File: src/inc/cxs_pkg.sv
// shared constants for the rotate-to-exclusive-or execution slice
package cxs_pkg;
  // opcodes, fixed forms
  localparam logic [7:0] OP_ROT_RIGHT_CY = 8'h13;
  localparam logic [7:0] OP_SET_CARRY = 8'hd3;
  localparam logic [7:0] OP_SET_BIT = 8'hd2;
  localparam logic [7:0] OP_SHORT_JUMP = 8'h80;
  localparam logic [7:0] OP_SWAP = 8'hc4;
  localparam logic [7:0] OP_EXOR_DIR_ACC = 8'h62;
  localparam logic [7:0] OP_EXOR_DIR_IMM = 8'h63;
  // opcode families in the high nibble, digit exchange in the high seven bits
  localparam logic [3:0] HI_SUB_BORROW = 4'h9;
  localparam logic [3:0] HI_EXOR = 4'h6;
  localparam logic [3:0] HI_EXCHANGE = 4'hc;
  localparam logic [6:0] HI_DIGIT_XCHG = 7'h6b; // 0xd6/0xd7 without bit 0
  // low-bits source forms
  localparam logic [2:0] LO_IMM = 3'h4;
  localparam logic [2:0] LO_DIR = 3'h5;
  localparam logic [1:0] LO_IND = 2'h3;
  // write-back target kinds
  localparam logic [1:0] WR_REG = 2'h0;
  localparam logic [1:0] WR_DIR = 2'h1;
  localparam logic [1:0] WR_IND = 2'h2;
  // reset values and fixed steps
  localparam logic [7:0] ACC_RST = 8'h00;
  localparam logic [15:0] PC_RST = 16'h0000;
  localparam logic [15:0] PC_STEP_JUMP = 16'h0002;
  // machine cycles, one core clock each
  localparam int LONG_OP_CYCLES = 2;
endpackage : cxs_pkg

File: src/cxs_exec.sv
// execution slice: rotate, bit set, short jump, subtract, swaps, xor
// Notes on behaviour
// RULE1: 0x13 rotates accumulator right via carry; bit0 to carry, carry to bit7
// RULE2: 0xd3 sets carry; 0xd2 plus bit address sets that bit; one cycle
// RULE3: 0x80 adds two to pc, then the sign-extended displacement byte
// RULE4: subtract source and carry from accumulator, result to accumulator
// RULE5: carry is borrow out of bit 7; auxiliary carry is borrow of bit 3
// RULE6: overflow is borrow into bit 7 exclusive-or borrow out of bit 7
// RULE7: subtract forms: 0x98+n register, 0x95 direct, 0x96+i indirect, 0x94
// RULE8: 0xc4 swaps accumulator nibbles, flags untouched
// RULE9: exchange accumulator with register, direct or indirect byte, no flags
// RULE10: 0xd6+i swaps low nibbles of accumulator and indirect byte
// RULE11: exclusive-or stores result in destination, flags untouched
// RULE12: xor into accumulator: 0x68+n, 0x65, 0x66+i, 0x64, one cycle each
// RULE13: xor into direct: 0x62 from accumulator, 0x63 immediate in two cycles
// RULE14: xor on an output port reads the output latch, not the pins
`timescale 1ns/100ps
module cxs_exec
  import cxs_pkg::*;
(
  input wire logic core_clk_i,
  input wire logic rst_i,
  input wire logic instr_valid_i,
  input wire logic [7:0] opcode_i,
  input wire logic [7:0] byte2_i,
  input wire logic [7:0] byte3_i,
  input wire logic [7:0] opnd_data_i,
  input wire logic dir_is_port_i,
  input wire logic [7:0] port_latch_i,
  output logic ready_o,
  output logic done_o,
  output logic illegal_o,
  output logic [7:0] acc_o,
  output logic cy_o,
  output logic ac_o,
  output logic ov_o,
  output logic [15:0] pc_o,
  output logic wr_en_o,
  output logic [1:0] wr_kind_o,
  output logic [7:0] wr_addr_o,
  output logic [7:0] wr_data_o,
  output logic bit_wr_o,
  output logic [7:0] bit_addr_o
);

  typedef enum logic [1:0] {
    CXS_IDLE = 2'b01,
    CXS_WAIT = 2'b10
  } cxs_state_t;

  cxs_state_t state_q, state_d;
  logic accept;

  // instruction family decode
  logic is_rrc, is_setc, is_setbit, is_short_relative_jump, is_swap;
  logic is_subtract_with_borrow, is_xrl_a, is_xrl_da, is_xrl_di, is_xch, is_digit_exchange_op;
  logic is_legal, is_long;
  assign is_rrc = opcode_i == OP_ROT_RIGHT_CY; // RULE1
  assign is_setc = opcode_i == OP_SET_CARRY; // RULE2
  assign is_setbit = opcode_i == OP_SET_BIT; // RULE2
  assign is_short_relative_jump = opcode_i == OP_SHORT_JUMP; // RULE3
  assign is_swap = opcode_i == OP_SWAP; // RULE8
  assign is_subtract_with_borrow = opcode_i[7:4] == HI_SUB_BORROW
                   && (opcode_i[3] || opcode_i[2]); // RULE7
  assign is_xrl_a = opcode_i[7:4] == HI_EXOR
                    && (opcode_i[3] || opcode_i[2]); // RULE12
  assign is_xrl_da = opcode_i == OP_EXOR_DIR_ACC; // RULE13
  assign is_xrl_di = opcode_i == OP_EXOR_DIR_IMM; // RULE13
  assign is_xch = opcode_i[7:4] == HI_EXCHANGE
                  && (opcode_i[3] || opcode_i[2:0] == LO_DIR
                      || opcode_i[2:1] == LO_IND); // RULE9
  assign is_digit_exchange_op = opcode_i[7:1] == HI_DIGIT_XCHG; // RULE10
  assign is_legal = is_rrc | is_setc | is_setbit | is_short_relative_jump | is_swap
                    | is_subtract_with_borrow | is_xrl_a | is_xrl_da | is_xrl_di
                    | is_xch | is_digit_exchange_op;
  assign is_long = is_short_relative_jump | is_xrl_di; // two machine cycles
  assign accept = instr_valid_i && state_q == CXS_IDLE;

  // source addressing mode from the low opcode bits
  logic src_reg, src_dir, src_ind, src_imm;
  assign src_reg = opcode_i[3];
  assign src_dir = !opcode_i[3] && opcode_i[2:0] == LO_DIR;
  assign src_ind = !opcode_i[3] && opcode_i[2:1] == LO_IND;
  assign src_imm = !opcode_i[3] && opcode_i[2:0] == LO_IMM;

  // read-modify-write of a port must see the latch, pins may be loaded
  logic [7:0] dst_val, src_val;
  assign dst_val = (is_xrl_da || is_xrl_di) && dir_is_port_i
                   ? port_latch_i : opnd_data_i; // RULE14
  assign src_val = src_imm ? byte2_i : opnd_data_i;

  // subtract with borrow, three borrow taps from nested narrow subtracts
  logic [8:0] sub_full;
  logic [7:0] sub_low7;
  logic [4:0] sub_low4;
  logic bor7, bor6, bor3;
  assign sub_full = {1'b0, acc_o} - {1'b0, src_val}
                    - {8'h00, cy_o}; // RULE4
  assign sub_low7 = {1'b0, acc_o[6:0]} - {1'b0, src_val[6:0]}
                    - {7'h00, cy_o};
  assign sub_low4 = {1'b0, acc_o[3:0]} - {1'b0, src_val[3:0]}
                    - {4'h0, cy_o};
  assign bor7 = sub_full[8]; // RULE5
  assign bor6 = sub_low7[7]; // RULE6
  assign bor3 = sub_low4[4]; // RULE5

  // program counter: short jump adds two, then the signed offset
  logic [15:0] pc_rel, pc_len, pc_next;
  assign pc_rel = pc_o + PC_STEP_JUMP
                  + {{8{byte2_i[7]}}, byte2_i}; // RULE3
  assign pc_len = pc_o + (is_xrl_di ? 16'h0003
                  : (is_setbit || is_xrl_da || src_dir || src_imm)
                    && !is_swap && !is_rrc && !is_setc && !is_digit_exchange_op
                    && !(is_xch && !src_dir) ? 16'h0002 : 16'h0001);
  assign pc_next = is_short_relative_jump ? pc_rel : pc_len;

  // accumulator and flag next values
  logic [7:0] acc_next;
  logic cy_next, ac_next, ov_next;
  assign acc_next = is_rrc ? {cy_o, acc_o[7:1]} // RULE1
                  : is_subtract_with_borrow ? sub_full[7:0] // RULE4
                  : is_swap ? {acc_o[3:0], acc_o[7:4]} // RULE8
                  : is_xch ? opnd_data_i // RULE9
                  : is_digit_exchange_op ? {acc_o[7:4], opnd_data_i[3:0]} // RULE10
                  : is_xrl_a ? acc_o ^ src_val // RULE11
                  : acc_o;
  assign cy_next = is_rrc ? acc_o[0] // RULE1
                 : is_setc ? 1'b1 // RULE2
                 : is_subtract_with_borrow ? bor7 // RULE5
                 : cy_o;
  assign ac_next = is_subtract_with_borrow ? bor3 : ac_o; // RULE5
  assign ov_next = is_subtract_with_borrow ? bor6 ^ bor7 : ov_o; // RULE6

  // byte write-back for exchanges and xor into a direct byte
  logic wr_next;
  logic [1:0] kind_next;
  logic [7:0] addr_next, data_next;
  assign wr_next = is_xch | is_digit_exchange_op | is_xrl_da | is_xrl_di;
  assign kind_next = (is_xrl_da || is_xrl_di || src_dir) ? WR_DIR
                   : (src_reg && is_xch) ? WR_REG : WR_IND;
  assign addr_next = kind_next == WR_DIR ? byte2_i
                   : kind_next == WR_REG ? {5'h00, opcode_i[2:0]}
                   : {7'h00, opcode_i[0]};
  assign data_next = is_xch ? acc_o // RULE9
                   : is_digit_exchange_op ? {opnd_data_i[7:4], acc_o[3:0]} // RULE10
                   : is_xrl_da ? dst_val ^ acc_o // RULE13
                   : dst_val ^ byte3_i; // RULE13

  // sequencer: long ops hold off the next request for one more cycle
  always_comb begin
    state_d = state_q;
    unique case (state_q)
      CXS_IDLE: begin
        if (accept && is_legal && is_long) begin
          state_d = CXS_WAIT; // RULE3 RULE13
        end
      end
      CXS_WAIT: begin
        state_d = CXS_IDLE;
      end
      default: begin
        state_d = CXS_IDLE;
      end
    endcase
  end

  always_ff @(posedge core_clk_i) begin
    if (rst_i) begin
      state_q <= CXS_IDLE;
    end else begin
      state_q <= state_d;
    end
  end

  // handshake outputs; done marks the final machine cycle
  always_ff @(posedge core_clk_i) begin
    if (rst_i) begin
      ready_o <= 1'b1;
      done_o <= 1'b0;
      illegal_o <= 1'b0;
    end else begin
      ready_o <= state_d == CXS_IDLE;
      // an illegal opcode pulses illegal_o only, never done_o
      done_o <= (accept && is_legal && !is_long) || state_q == CXS_WAIT;
      illegal_o <= accept && !is_legal;
    end
  end

  // architectural state commits on the accepting edge
  always_ff @(posedge core_clk_i) begin
    if (rst_i) begin
      acc_o <= ACC_RST;
      cy_o <= 1'b0;
      ac_o <= 1'b0;
      ov_o <= 1'b0;
      pc_o <= PC_RST;
    end else if (accept && is_legal) begin
      acc_o <= acc_next;
      cy_o <= cy_next;
      ac_o <= ac_next;
      ov_o <= ov_next;
      pc_o <= pc_next;
    end
  end

  // write strobes last one cycle; data stands until the next write
  always_ff @(posedge core_clk_i) begin
    if (rst_i) begin
      wr_en_o <= 1'b0;
      wr_kind_o <= WR_REG;
      wr_addr_o <= 8'h00;
      wr_data_o <= 8'h00;
      bit_wr_o <= 1'b0;
      bit_addr_o <= 8'h00;
    end else begin
      wr_en_o <= accept && wr_next;
      bit_wr_o <= accept && is_setbit; // RULE2
      if (accept && wr_next) begin
        wr_kind_o <= kind_next;
        wr_addr_o <= addr_next;
        wr_data_o <= data_next;
      end
      if (accept && is_setbit) begin
        bit_addr_o <= byte2_i;
      end
    end
  end
endmodule : cxs_exec
File: config.mk
export PLATFORM = sky130hd
export DESIGN_NAME = cxs_exec
export DESIGN_NICKNAME = d
export VERILOG_FILES = /design/src/inc/cxs_pkg.sv /design/src/cxs_exec.sv
export SDC_FILE = /design/constraint.sdc
export NUM_CORES = 1
export LEC_CHECK = 0
export ABC_AREA = 1
export ABC_CLOCK_PERIOD_IN_PS = 2800
export BUFFER_PORTS_ARGS = -buffer_cell sky130_fd_sc_hd__buf_2
export CAP_MARGIN = 20
export CORE_MARGIN = 5
export CORE_UTILIZATION = 55
export DETAILED_ROUTE_END_ITERATION = 6
export GPL_TIMING_DRIVEN = 0
export PLACE_DENSITY = 0.79
export REMOVE_ABC_BUFFERS = 1
export SETUP_SLACK_MARGIN = 0.3
export SLEW_MARGIN = 25
export SYNTH_ARGS = -nofsm -noshare
export SYNTH_HDL_FRONTEND = slang
export SYNTH_SLANG_ARGS = --single-unit
File: constraint.sdc
create_clock -name core_clk_i -period 2.8 [get_ports core_clk_i]
set_input_delay 0.14 -clock core_clk_i [delete_from_list [all_inputs] [get_ports core_clk_i]]
set_output_delay 0.14 -clock core_clk_i [all_outputs]
set_load 0.005 [all_outputs]
== Yosys cells after proc, flatten, opt, wreduce, memory -nomap -nowiden ==
Index checks and enable logic that the tools add are counted.
Cells by class
  equal/unequal tests: 19
  add/subtract/negate cells: 9
  bitwise operators: 18
  reduce and logical (&&, ||, !) cells: 46
  multiplexer cells: 23
Operators by type and width (number)
  2-to-1 mux 8 bit: 12
  equality test 8 bit (second input constant): 4
  bitwise XOR 8 bit: 3
  logical AND 1 bit: 20
  adder 16 bit: 1
  adder 16 x 2 -> 16 bit: 1
  adder 16 x 2 -> 16 bit (second input constant): 1
  equality test 8 x 7 -> 1 bit (second input constant): 2
  2-to-1 mux 16 bit: 1
  OR 1 bit: 14
  2-to-1 mux 2 bit: 6
  zero test 1 bit: 9
  logical OR 1 bit: 9
  subtractor 8 x 8 -> 9 bit: 1
  subtractor 9 x 1 -> 9 bit: 1
  equality test 4 bit (second input constant): 2
  equality test 8 x 5 -> 1 bit (second input constant): 1
  subtractor 7 x 7 -> 8 bit: 1
  subtractor 8 x 1 -> 8 bit: 1
  equality test 7 bit (second input constant): 1
  equality test 2 x 1 -> 1 bit (second input constant): 3
  equality test 3 bit (second input constant): 2
  AND reduction 2 bit: 3
  nonzero test 6 bit: 1
  other kinds (12): 15
Word-level totals
  output and inout port bits: 58
  register bits after elaboration: 60
  input bits: 44
  word-level logic and storage cells: 131

== Longest topological paths before layout ==
Gate-level depths: netlist of the first run.
  depth in word-level cells: 16
  mapped depth: 20
  gate-level depth less buffers: 19

== Least setup slack after synthesis of the first run ==
OpenSTA, ideal clock, no wires.
  path kind: input port to flip-flop
  start: input port opcode_i[1]
  end: register pc_o[10]
  slack: 0.272 ns
  path buffers: 2
  stages: 18
  arrival time: 2.417 ns
  required time: 2.688 ns
  setup time: 0.112 ns
  cell sequence: buf_4 inv_2 nand2_1 nor2_4 nand2_2 clkbuf_1 o21ai_0 ha_1 fa_1 nand2_1 nor2_1 nand3_1 nor2_1 nand3_1 o21ai_0 nand2_1 nor2_1 nor2_1
On the way
  cells in the longest elaborated chain, start to end: 13
  elaborated cells between the ends (all ways): 46
  classes of those cells: add/sub (1); eq/ne (11); mux (3); bitwise (10); reduce/logical (21)
RTL lines
  start, declared: RTL line cxs_exec.sv:24  | input wire logic [7:0] opcode_i,
  equality test 8 bit, or another cell as far along: RTL line cxs_exec.sv:60  | assign is_setbit = opcode_i == OP_SET_BIT;
  logical OR 1 bit or logical AND 1 bit (tied branches): RTL line cxs_exec.sv:112, cxs_exec.sv:82
  logical OR 1 bit (2 in series): RTL line cxs_exec.sv:112  | : (is_setbit || is_xrl_da || src_dir || src_imm)
  logical AND 1 bit (4 in series): RTL line cxs_exec.sv:113  | && !is_swap && !is_rrc && !is_setc && !is_digit_exchange_op
  logical AND 1 bit: RTL line cxs_exec.sv:114  | && !(is_xch && !src_dir) ? 16'h0002 : 16'h0001);
  2-to-1 mux 2 bit: RTL line cxs_exec.sv:114
  2-to-1 mux 2 bit: RTL line cxs_exec.sv:111  | assign pc_len = pc_o + (is_xrl_di ? 16'h0003
  adder 16 x 2 -> 16 bit: RTL line cxs_exec.sv:111
  2-to-1 mux 16 bit: RTL line cxs_exec.sv:115  | assign pc_next = is_short_relative_jump ? pc_rel : pc_len;
  end signal, assigned: RTL line cxs_exec.sv:202  | pc_o <= pc_next;
  end, declared: RTL line cxs_exec.sv:37  | output logic [15:0] pc_o,
Several ways; a longest one is shown, not always the timed one.
A chain may end at the register's enable or synchronous reset.

== Final worst setup path of the first run ==
  start: input port opcode_i[1]
  end: register ov_o
On the way
  cells in the longest elaborated chain, start to end: 13
  elaborated cells between the ends (all ways): 33
  classes of those cells: add/sub (4); eq/ne (11); mux (1); bitwise (11); reduce/logical (6)
RTL lines
  parallel branches: the longest is 13 deep, another holds subtractor 8 x 8 -> 9 bit
  end signal, assigned: RTL line cxs_exec.sv:201  | ov_o <= ov_next;
  end, declared: RTL line cxs_exec.sv:36  | output logic ov_o,
Several ways; the timed one is not identified.

==> impl_metrics.py, run 1 <==
metrics = {
    "global_route": {
        "grt_first_pass_wirelength_um": 28780,
        "grt_pass1_vias": 5983,
        "maximum_number_of_pins_on_one_net_before_global_route_repair": 34,
        "grt_antenna_before_repair": 0,
        "gr-usage-all-layers": 0.2805,
        "globalRoute.totalOverflow": 0,
    },
    "routing": {
        "detail_route.iter0.violations": 495,
        "via_per_inst": 5.491,
        "via_count": 6326,
        "drc": 0,
        "tritonroute_pass_1_iters": 5,
        "detail-route-antenna-nets": 0,
        "postRouteWirelength_um": 17280,
        "wire_per_inst_um": 15.00,
    },
    "run": {
        "max-cap-violations": 0,
    },
    "power_and_ir_drop": {
        "power.share.clock": 0.360,
        "worst_ir_drop_vdd_mv": 0.1955,
        "cellLeakagePower_uw": 0.003566,
        "sum_of_internal_switching_and_leakage_power_uw": 2300,
        "power-per-cell-area_nw_per_um2": 356.1,
        "sequentialPowerShare": 0.388,
        "internal_power_uw": 1498,
        "netSwitchingFraction": 0.3488,
        "pwr-share-comb": 0.252,
        "net-switching-power_uw": 802.1,
    },
    "synthesis": {
        "synth.cell_area_um2": 5563,
        "synth_top_cells_by_area": "sky130_fd_sc_hd__dfxtp_1, sky130_fd_sc_hd__nand2_1, sky130_fd_sc_hd__ha_1",
        "synth_top_cell_by_area": "sky130_fd_sc_hd__dfxtp_1",
        "synth_commonest_cells": "sky130_fd_sc_hd__nand2_1, sky130_fd_sc_hd__inv_1, sky130_fd_sc_hd__nand3_1",
        "postSynthRegisterBits": 60,
        "asyncSetResetFlopFracSynth": 0,
        "synth.yosys.warnings": 0,
        "synth_cells": 920,
        "yosysMostFrequentCell": "sky130_fd_sc_hd__nand2_1",
        "seq_area_frac_synth": 0.2159,
        "syn_avg_cell_area_um2": 6.047,
        "yosys.area.top_type_share": 0.2159,
        "synthFlopType": "sky130_fd_sc_hd__dfxtp_1",
        "count_of_unique_library_cells_instantiated_by_yosys": 44,
        "synth-edff-count": 0,
    },
    "die": {
        "dieHeight_um": 110.6,
        "fp.dieW_um": 110.6,
        "dieArea_um2": 12230,
        "placement_rows": 36,
        "core_um2": 9819,
        "start_util": 0.5665,
        "design.portCount": 102,
    },
    "clocking": {
        "htree_num_levels": 3,
        "cts_max_path_buffers": 2,
        "number_of_cts_inserted_buffers": 9,
        "cts.hold.buffers_added": 0,
        "cts_tree": "built",
        "root_buffer_master": "sky130_fd_sc_hd__clkbuf_8",
        "worstSkewPairLatency_ns": 0.37,
        "clk_pin_slew_ns": 0.08,
        "cts_sinks": 60,
    },
    "finish": {
        "area_growth_syn_to_layout_pct": 16.10,
        "nets_finish": 1107,
        "layout-drive-gt1-share": 0.1737,
        "layout.cells.non_filler": 1152,
        "antenna-diode-count": 0,
    },
    "timing": {
        "worst-slew-pin-transition_ns": 0.8336,
        "clock-skew-final_ns": 0.01131,
        "hold_violations": 0,
        "final.setup.tns_ns": 0,
        "timing.final.max_slew_violations": 0,
        "finalCriticalPeriod_ns": 2.321,
        "final.hold.worst_slack_ns": 0.07915,
        "clock.fmax_mhz": 430.9,
        "setup_viol": 0,
        "min_period_over_period": 0.8288,
        "timing.slew.headroom": 0.4429,
        "timing.final.ws_setup_ns": 0.4793,
        "grt_setup_unrepaired": "false",
    },
    "place": {
        "post_place_cells": 1130,
        "port-buffer-count": 101,
        "dp_hpwl_um": 12910,
        "place_worst_setup_slack_ns": -0.4674,
        "gp_routability_congestion": 0.9914,
    },
    "critical_path": {
        "cp.arrival_ns": 2.59,
        "setup.reg_to_reg.worst_slack_ns": 0.50,
        "worstSetupStartpointType": "primary input",
        "critPathRequiredTime_ns": 3.07,
        "critical_path.max_fanout": 12,
        "path_class": "primary input to register",
        "critical_path.endpoint_type": "register",
    },
    "run_status": {
        "status": "completed",
    },
    "hold_path": {
        "min-delay-path-class": "primary input to register",
    },
}
[flip-flops by register name, summed over array words and instances, names as in the netlist]
signal	cells
wr_kind_o	2
ac_o	1
cy_o	1
pc_o	16
ready_o	1
illegal_o	1
wr_en_o	1
bit_wr_o	1
ov_o	1
done_o	1
bit_addr_o	8
wr_addr_o	8
state_q	2
acc_o	8
wr_data_o	8
[power groups by stage]
stage	sequential (uW)	combinational, uW	clock [uW]
after floorplan	909	376	0
after global placement	913	533	0
after detailed placement	913	540	0
after CTS	893	548	834
after global routing	896	659	884
final	893	579	827
[layout make-up]
type,instances,area (um2)
Timing Repair Buffer,107,560.5
Clock buffer,9,123.9
Tap cell,133,166.4
Inverter,142,538.0
Clock inverter,7,76.32
Sequential cell,60,1206
Multi-Input combinational cell,694,3787
Fill cell,1008,3361
[metrics by stage]
step,cell area [um2],utilization
floorplan,5428,-
global placement,6100,0.6212
detailed placement,6100,0.6212
CTS,6329,0.6445
global route,6459,0.6577
finish,6459,0.6577
[critical path, cell delays in order]
cell,delay (ns)
sky130_fd_sc_hd__clkbuf_4,0.18
sky130_fd_sc_hd__inv_2,0.09
sky130_fd_sc_hd__nand2_1,0.10
sky130_fd_sc_hd__nor2_4,0.12
sky130_fd_sc_hd__buf_6,0.14
sky130_fd_sc_hd__buf_6,0.15
sky130_fd_sc_hd__nand2_1,0.09
sky130_fd_sc_hd__o21ai_0,0.09
sky130_fd_sc_hd__ha_1,0.25
sky130_fd_sc_hd__inv_1,0.08
sky130_fd_sc_hd__ha_2,0.32
sky130_fd_sc_hd__nand2_1,0.09
sky130_fd_sc_hd__inv_1,0.06
sky130_fd_sc_hd__a21oi_2,0.15
sky130_fd_sc_hd__nand2_1,0.09
sky130_fd_sc_hd__xor2_1,0.18
sky130_fd_sc_hd__nand2b_1,0.12
sky130_fd_sc_hd__nand3_1,0.06
sky130_fd_sc_hd__nand2_1,0.06
sky130_fd_sc_hd__inv_1,0.03
[placed cells by master (no fill, tap or decap), types with 5 or more instances in the layout]
| master | count |
|---|---|
| sky130_fd_sc_hd__nor2_1 | 75 |
| sky130_fd_sc_hd__nand4_1 | 10 |
| sky130_fd_sc_hd__a21oi_1 | 73 |
| sky130_fd_sc_hd__a21oi_2 | 7 |
| sky130_fd_sc_hd__nor3_1 | 8 |
| sky130_fd_sc_hd__nor2_4 | 6 |
| sky130_fd_sc_hd__nand3_2 | 5 |
| sky130_fd_sc_hd__xor2_1 | 7 |
| sky130_fd_sc_hd__dfxtp_1 | 58 |
| sky130_fd_sc_hd__inv_1 | 134 |
| sky130_fd_sc_hd__clkbuf_8 | 9 |
| sky130_fd_sc_hd__inv_2 | 7 |
| sky130_fd_sc_hd__o211ai_1 | 5 |
| sky130_fd_sc_hd__ha_1 | 43 |
| sky130_fd_sc_hd__o21ai_1 | 5 |
| sky130_fd_sc_hd__nand2_4 | 7 |
| sky130_fd_sc_hd__nand2_1 | 253 |
| sky130_fd_sc_hd__nand3_1 | 78 |
| sky130_fd_sc_hd__xnor2_1 | 5 |
| sky130_fd_sc_hd__o21ai_0 | 71 |
| sky130_fd_sc_hd__buf_2 | 100 |
[metal layers]
layer | up-vias | part of all wire | GRT usage
met1 | 2834 | 0.42 | 0.3620
met3 | 53 | 0.089 | 0.05361
met5 | - | 0 | 0
met2 | 276 | 0.46 | 0.4579
met4 | 0 | 0.033 | 0.1158
li1 | 3163 | - | -
[kinds of logic (layout without fill, tap and decap cells)]
kind of cell             Yosys count  count (layout)  share of synthesized area
AO/OA/AOI/OAI                    176             176                     0.1676
adder cells (fa/ha/maj)           49              49                     0.1156
XOR/XNOR                          12              12                    0.01889
flip-flops                        60              60                     0.2159
AND/OR/NAND/NOR                  457             457                     0.3610
buffers and inverters            166             265                     0.1210
[what timing repair did]
item | in CTS | in global routing
buffers inserted | 2 | 4
gates resized for setup | 6 | 30
pin swaps | 1 | 4
endpoints found under the setup margin | 16 | 18
gates cloned | 0 | 0
[path summary, 6_finish.rpt]
check / startpoint / cells past startpoint / endpoint
worst min-delay path: byte2_i[5] / 3 / wr_addr_o[5]
worst max register to register: pc_o[1] / 16 / pc_o[9]
worst max-delay path: opcode_i[1] / 20 / ov_o
worst min register to register: bit_addr_o[1] / 2 / bit_addr_o[1]
No activity file was read; power rests on OpenSTA's default activity.
==> inputs of run 2 (changes only) <==
Settings changed: ABC_CLOCK_PERIOD_IN_PS 2800 to 2400.
Clock period 2.8 ns to 2.4 ns, I/O delays scaled along.
==> run 2 against run 1 <==
Effect of this change: cell area rose by 14%; sequential power up 18%; sequential share of layout area decreased by 1.8 points; critical path type is now register to register; setup slack got worse by 0.24 ns; flip-flop and latch count did not move; largest power group unchanged; critical path depth is 5 lower; clock skew grew 0.0023 ns; wire length is 17% higher; power increased by 26%.
==> impl_metrics.py, run 2 (same netlist as run 1, synthesis figures left out) <==
metrics = {
    "run_status": {
        "status": "completed",
    },
    "critical_path": {
        "critical-path-top-cell-by-count": "sky130_fd_sc_hd__nand3_1",
        "critical_path.max_fanout": 4,
        "path_buf_inv": 4,
        "r2r-end": "pc_o[13]",
        "critPathRequiredTime_ns": 2.69,
        "cpLargestDelayFamily": "simple AND/OR/NAND/NOR gates",
        "path_class": "register to register",
        "timing.reg2reg.worst_path_depth": 15,
        "path_cells": "inv_4 -> ha_4 -> inv_2 -> ha_4 -> inv_2 -> fa_2 -> inv_2 -> nand3_2 -> nand2_4 -> nand3_1 -> nand3_1 -> nand2_1 -> nand3_1 -> nand3_1 -> a21oi_2",
        "cp.arrival_ns": 2.45,
        "startpoint": "pc_o[1]",
        "cp_slowest_stage_delay_ns": 0.37,
        "setup.reg_to_reg.worst_slack_ns": 0.24,
        "critical_path.slowest_cell": "sky130_fd_sc_hd__dfxtp_4",
        "worstSetupStartpointType": "register",
        "critical_path.endpoint_type": "register",
        "crit-reg2reg-launch": "pc_o[1]",
    },
    "place": {
        "port-buffer-count": 101,
        "dp_hpwl_um": 12910,
        "place_worst_setup_slack_ns": -0.8474,
        "gp_routability_congestion": 0.9914,
    },
    "timing": {
        "grt_setup_unrepaired": "true",
        "hold_violations": 0,
        "worst-slew-pin-transition_ns": 0.7126,
        "clock.fmax_mhz": 462.9,
        "timing.final.ws_setup_ns": 0.2399,
        "min_period_over_period": 0.9000,
        "setup_viol": 0,
        "final.setup.tns_ns": 0,
        "timing.final.max_slew_violations": 0,
        "timing.slew.headroom": 0.5238,
        "clock-skew-final_ns": 0.01366,
        "finalCriticalPeriod_ns": 2.160,
    },
    "clocking": {
        "root_buffer_master": "sky130_fd_sc_hd__clkbuf_8",
        "clk_pin_slew_ns": 0.08,
        "worstSkewPairLatency_ns": 0.37,
        "cts_tree": "built",
        "cts_max_path_buffers": 2,
        "htree_num_levels": 3,
        "number_of_cts_inserted_buffers": 9,
        "cts.hold.buffers_added": 0,
        "cts_sinks": 60,
    },
    "global_route": {
        "grt_first_pass_wirelength_um": 30200,
        "grt_pass1_vias": 6199,
        "maximum_number_of_pins_on_one_net_before_global_route_repair": 34,
        "gr-usage-all-layers": 0.2936,
        "grt_antenna_before_repair": 0,
        "globalRoute.totalOverflow": 0,
    },
    "power_and_ir_drop": {
        "internal_power_uw": 1858,
        "netSwitchingFraction": 0.3608,
        "cellLeakagePower_uw": 0.003798,
        "power.share.clock": 0.334,
        "power-per-cell-area_nw_per_um2": 394.0,
        "sequentialPowerShare": 0.360,
        "worst_ir_drop_vdd_mv": 0.2922,
        "pwr-share-comb": 0.306,
        "net-switching-power_uw": 1048,
    },
    "routing": {
        "detail_route.iter0.violations": 734,
        "detail-route-antenna-nets": 0,
        "postRouteWirelength_um": 20270,
        "via_per_inst": 5.825,
        "tritonroute_pass_1_iters": 6,
        "wire_per_inst_um": 17.11,
        "drc": 0,
        "via_count": 6903,
    },
    "finish": {
        "area_growth_syn_to_layout_pct": 32.59,
        "n_fill_cell": 784,
        "antenna-diode-count": 0,
        "final_common_cell": "sky130_fd_sc_hd__nand2_1",
        "top_register": "pc_o",
        "largest_register_ffs": 16,
        "nets_finish": 1140,
        "layout.cells.most_common_list": "sky130_fd_sc_hd__nand2_1, sky130_fd_sc_hd__inv_1, sky130_fd_sc_hd__buf_2",
        "layout-drive-gt1-share": 0.3023,
    },
    "run": {
        "max-cap-violations": 0,
    },
    "die": {
        "design.portCount": 102,
        "placement_rows": 36,
        "fp.dieW_um": 110.6,
        "dieArea_um2": 12230,
        "start_util": 0.5665,
        "dieHeight_um": 110.6,
        "core_um2": 9819,
    },
    "hold_path": {
        "timing.hold.worst_endpoint": "wr_addr_o[5]",
        "min-delay-path-class": "primary input to register",
        "min_from": "byte2_i[5]",
        "timing.hold.worst_path_depth": 3,
    },
}
## run 2: changes by cell type in the layout (fill, tap and decap cells not counted), moves of 15 or more
cell,previous run,this run
sky130_fd_sc_hd__nand2_2,3,18
sky130_fd_sc_hd__nand2_1,253,229
sky130_fd_sc_hd__ha_4,1,22
sky130_fd_sc_hd__dfxtp_1,58,40
sky130_fd_sc_hd__ha_1,43,22
sky130_fd_sc_hd__buf_4,4,37
## run 2: final cells by class
cell class | count | area (um2) | share of cell area
inverter | 142 | 553.0 | 0.07498
sequential | 60 | 1244 | 0.1686
multi-input combinational | 694 | 4352 | 0.5900
clock buffer | 9 | 123.9 | 0.01679
timing repair buffer | 140 | 860.8 | 0.1167
tap | 133 | 166.4 | 0.02256
clock inverter | 7 | 76.32 | 0.01035
## run 2: how the worst max path moves through the flow
| stage | to | slack, ns | cells past startpoint |
|---|---|---|---|
| 2_1_floorplan | ov_o | -0.05 | 17 |
| 3_3_place_gp | pc_o[10] | -0.83 | 19 |
| 3_5_place_dp | pc_o[10] | -0.85 | 19 |
| 4_1_cts | pc_o[10] | 0.28 | 19 |
| 5_1_grt | ov_o | 0.14 | 19 |
| 6_report | pc_o[13] | 0.24 | 15 |
## run 2: per-layer routing
metal  wire, um  track usage  vias up
met3       1981      0.04650       90
met1       7681       0.3750     3164
met2       9666       0.4931      415
met4        943       0.1166        0
li1           -            -     3234
met5          0            0        -
## run 2: worst reg2reg max path, cell delays in order, from the launching register on
cell and delay [ns]:
sky130_fd_sc_hd__dfxtp_4 0.37, sky130_fd_sc_hd__inv_4 0.04, sky130_fd_sc_hd__ha_4 0.20, sky130_fd_sc_hd__inv_2 0.06, sky130_fd_sc_hd__ha_4 0.12, sky130_fd_sc_hd__inv_2 0.03, sky130_fd_sc_hd__fa_2 0.32, sky130_fd_sc_hd__inv_2 0.08
sky130_fd_sc_hd__nand3_2 0.08, sky130_fd_sc_hd__nand2_4 0.12, sky130_fd_sc_hd__nand3_1 0.13, sky130_fd_sc_hd__nand3_1 0.11, sky130_fd_sc_hd__nand2_1 0.05, sky130_fd_sc_hd__nand3_1 0.12, sky130_fd_sc_hd__nand3_1 0.12, sky130_fd_sc_hd__a21oi_2 0.14
## run 2: through the flow
stage / util / hold slack [ns] / cell area, um2 / std cells / total power (uW)
final: 0.7511 / 0.06517 / 7376 / 1185 / 2906
after global routing: 0.7511 / 0.06932 / 7376 / 1185 / 3055
after CTS: 0.6871 / 0.05375 / 6746 / 1162 / 2737
after detailed placement: 0.6212 / 0.4372 / 6100 / 1130 / 1696
after global placement: 0.6212 / 0.4324 / 6100 / 1130 / 1687
after floorplan: - / 0.1824 / 5428 / 896 / 1499
## run 2: timing repair
item                                   CTS  global route
endpoints found under the hold margin    0             0
setup buffers                           16            22
gates resized for setup                 97           103
pin swaps                               23            46
setup endpoints to repair               32            28
cloned                                   0             1
## run 2: power groups by stage
stage	clock (uW)	sequential, uW	combinational, uW
global route	1030	1050	974
CTS	973	1040	722
detailed placement	0	1070	630
floorplan	0	1060	439
global placement	0	1060	622
finish	972	1050	889
==> inputs of run 3 (changes only) <==
Settings changed: CORE_ASPECT_RATIO from default to 0.8.
==> run 3 against run 2 <==
Effect of this change: the flow now finishes with violations (design-rule violations); flip-flop and latch count unchanged; clock-buffer cell count up 4; first-iteration DRC count down 3.4%; largest cell class unchanged; core utilization up 3.4 points; highest routed layer unchanged; non-clock buffer count up 7.
==> impl_metrics.py, run 3 (same netlist as run 1, synthesis figures left out) <==
metrics = {
    "clocking": {
        "root_buffer_master": "sky130_fd_sc_hd__clkbuf_16",
        "clk_pin_slew_ns": 0.05,
        "cts_max_path_buffers": 2,
        "cts_sinks": 60,
        "worstSkewPairLatency_ns": 0.34,
        "htree_num_levels": 3,
        "cts_tree": "built",
        "number_of_cts_inserted_buffers": 9,
    },
    "finish": {
        "top_register": "pc_o",
        "final_common_cell": "sky130_fd_sc_hd__nand2_1",
        "postLayoutCellArea_um2": 7669,
        "nets_finish": 1147,
        "layout.cells.most_common_list": "sky130_fd_sc_hd__nand2_1, sky130_fd_sc_hd__inv_1, sky130_fd_sc_hd__buf_2",
        "layout.cells.non_filler": 1195,
        "area_growth_syn_to_layout_pct": 37.85,
        "layout.area.seq_um2": 1236,
        "layout-drive-gt1-share": 0.3192,
        "antenna-diode-count": 0,
        "multi_input_comb_area_um2": 4443,
        "n_fill_cell": 698,
        "largest_register_ffs": 16,
    },
    "timing": {
        "hold_violations": 0,
        "timing.final.ws_setup_ns": 0.2031,
        "clock-skew-final_ns": 0.006902,
        "worst-slew-pin-transition_ns": 0.7297,
        "timing.final.max_slew_violations": 0,
        "grt_setup_unrepaired": "true",
        "clock.fmax_mhz": 455.2,
        "timing.slew.headroom": 0.5135,
        "finalCriticalPeriod_ns": 2.197,
        "final.hold.worst_slack_ns": 0.1092,
        "setup_viol": 0,
        "min_period_over_period": 0.9154,
    },
    "global_route": {
        "grt_first_pass_wirelength_um": 29590,
        "grt_pass1_vias": 5956,
        "maximum_number_of_pins_on_one_net_before_global_route_repair": 34,
        "grt_antenna_before_repair": 0,
        "gr-usage-all-layers": 0.3019,
        "globalRoute.totalOverflow": 0,
    },
    "critical_path": {
        "critPathRequiredTime_ns": 2.64,
        "crit-reg2reg-launch": "pc_o[9]",
        "critical_path.endpoint_type": "register",
        "worstSetupStartpointType": "primary input",
        "cp.arrival_ns": 2.44,
        "startpoint": "opcode_i[3]",
        "path_class": "primary input to register",
        "critical_path.max_fanout": 5,
    },
    "power_and_ir_drop": {
        "cellLeakagePower_uw": 0.003967,
        "sum_of_internal_switching_and_leakage_power_uw": 3476,
        "power-per-cell-area_nw_per_um2": 453.3,
        "worst_ir_drop_vdd_mv": 0.4698,
    },
    "routing": {
        "via_count": 6963,
        "detail-route-antenna-nets": 0,
        "drc": 12,
        "via_per_inst": 5.827,
        "wire_per_inst_um": 17.68,
        "tritonroute_pass_1_iters": 7,
        "detail_route.iter0.violations": 709,
        "postRouteWirelength_um": 21130,
    },
    "die": {
        "core_um2": 9769,
        "start_util": 0.5694,
        "design.portCount": 102,
        "fp.dieW_um": 122.4,
        "placement_rows": 32,
        "dieArea_um2": 12240,
        "dieHeight_um": 99.95,
    },
    "place": {
        "place_worst_setup_slack_ns": -1.113,
        "gp_routability_congestion": 0.9576,
        "dp_hpwl_um": 12850,
        "post_place_cells": 1133,
        "port-buffer-count": 101,
        "postPlaceCellArea_um2": 6103,
    },
    "hold_path": {
        "min_from": "byte2_i[1]",
        "min-delay-path-class": "primary input to register",
    },
    "run": {
        "max-cap-violations": 0,
    },
    "run_status": {
        "violations": "design-rule violations",
        "status": "complete, but fails checks",
    },
}
[run 3: cell type report]
cell class	instances	share of cell area
Multi-Input combinational cell	694	0.5794
Sequential cell	60	0.1612
Timing Repair Buffer	147	0.1193
Inverter	142	0.07391
Clock buffer	13	0.03524
Tap cell	136	0.02219
Clock inverter	3	0.008811
[run 3: power breakdown]
group / switching, uW / internal, uW / total (uW)
registers: 30.5 / 1020 / 1050
clock network: 491 / 995 / 1490
logic: 566 / 378 / 944
[run 3: worst paths after layout]
check | slack [ns] | to | cells after the start
max | 0.20 | ov_o | 19
min | 0.11 | bit_addr_o[1] | 3
max reg2reg | 0.21 | pc_o[10] | 10
min reg2reg | 0.44 | bit_addr_o[1] | 2
[run 3: layer usage]
layer  up-vias  routed length, um  track usage
li1       3249                  -            -
met1      3121               8391       0.4185
met2       494               9094       0.4544
met3        99               2829      0.09296
met4         0                816      0.08262
met5         -                  0            0
[run 3: repair_timing]
action,4_1_cts,5_1_grt
setup buffers,25,21
pin swaps,26,53
gates resized for setup,113,118
hold buffers,0,0
gates cloned,0,0
endpoints found under the setup margin,24,33
[run 3: worst max-delay path, cell delays in order]
cell and delay (ns):
sky130_fd_sc_hd__buf_6 0.11, sky130_fd_sc_hd__inv_6 0.07, sky130_fd_sc_hd__nand2_4 0.06, sky130_fd_sc_hd__nor2_4 0.14, sky130_fd_sc_hd__buf_6 0.16, sky130_fd_sc_hd__buf_6 0.13
sky130_fd_sc_hd__nand2_1 0.05, sky130_fd_sc_hd__o21ai_0 0.11, sky130_fd_sc_hd__ha_1 0.27, sky130_fd_sc_hd__inv_1 0.12, sky130_fd_sc_hd__ha_4 0.24, sky130_fd_sc_hd__a21oi_1 0.19
sky130_fd_sc_hd__o21a_1 0.17, sky130_fd_sc_hd__nand3b_1 0.11, sky130_fd_sc_hd__buf_4 0.15, sky130_fd_sc_hd__nand3_1 0.07, sky130_fd_sc_hd__nand3_1 0.08, sky130_fd_sc_hd__nand2_1 0.06
sky130_fd_sc_hd__inv_1 0.03
[run 3: metrics by stage]
| step | setup TNS [ns] | utilization |
|---|---|---|
| after floorplan | -0.08222 | - |
| after global placement | -13.14 | 0.6247 |
| after detailed placement | -13.80 | 0.6247 |
| after CTS | 0 | 0.7204 |
| after global routing | 0 | 0.7850 |
| final | 0 | 0.7850 |
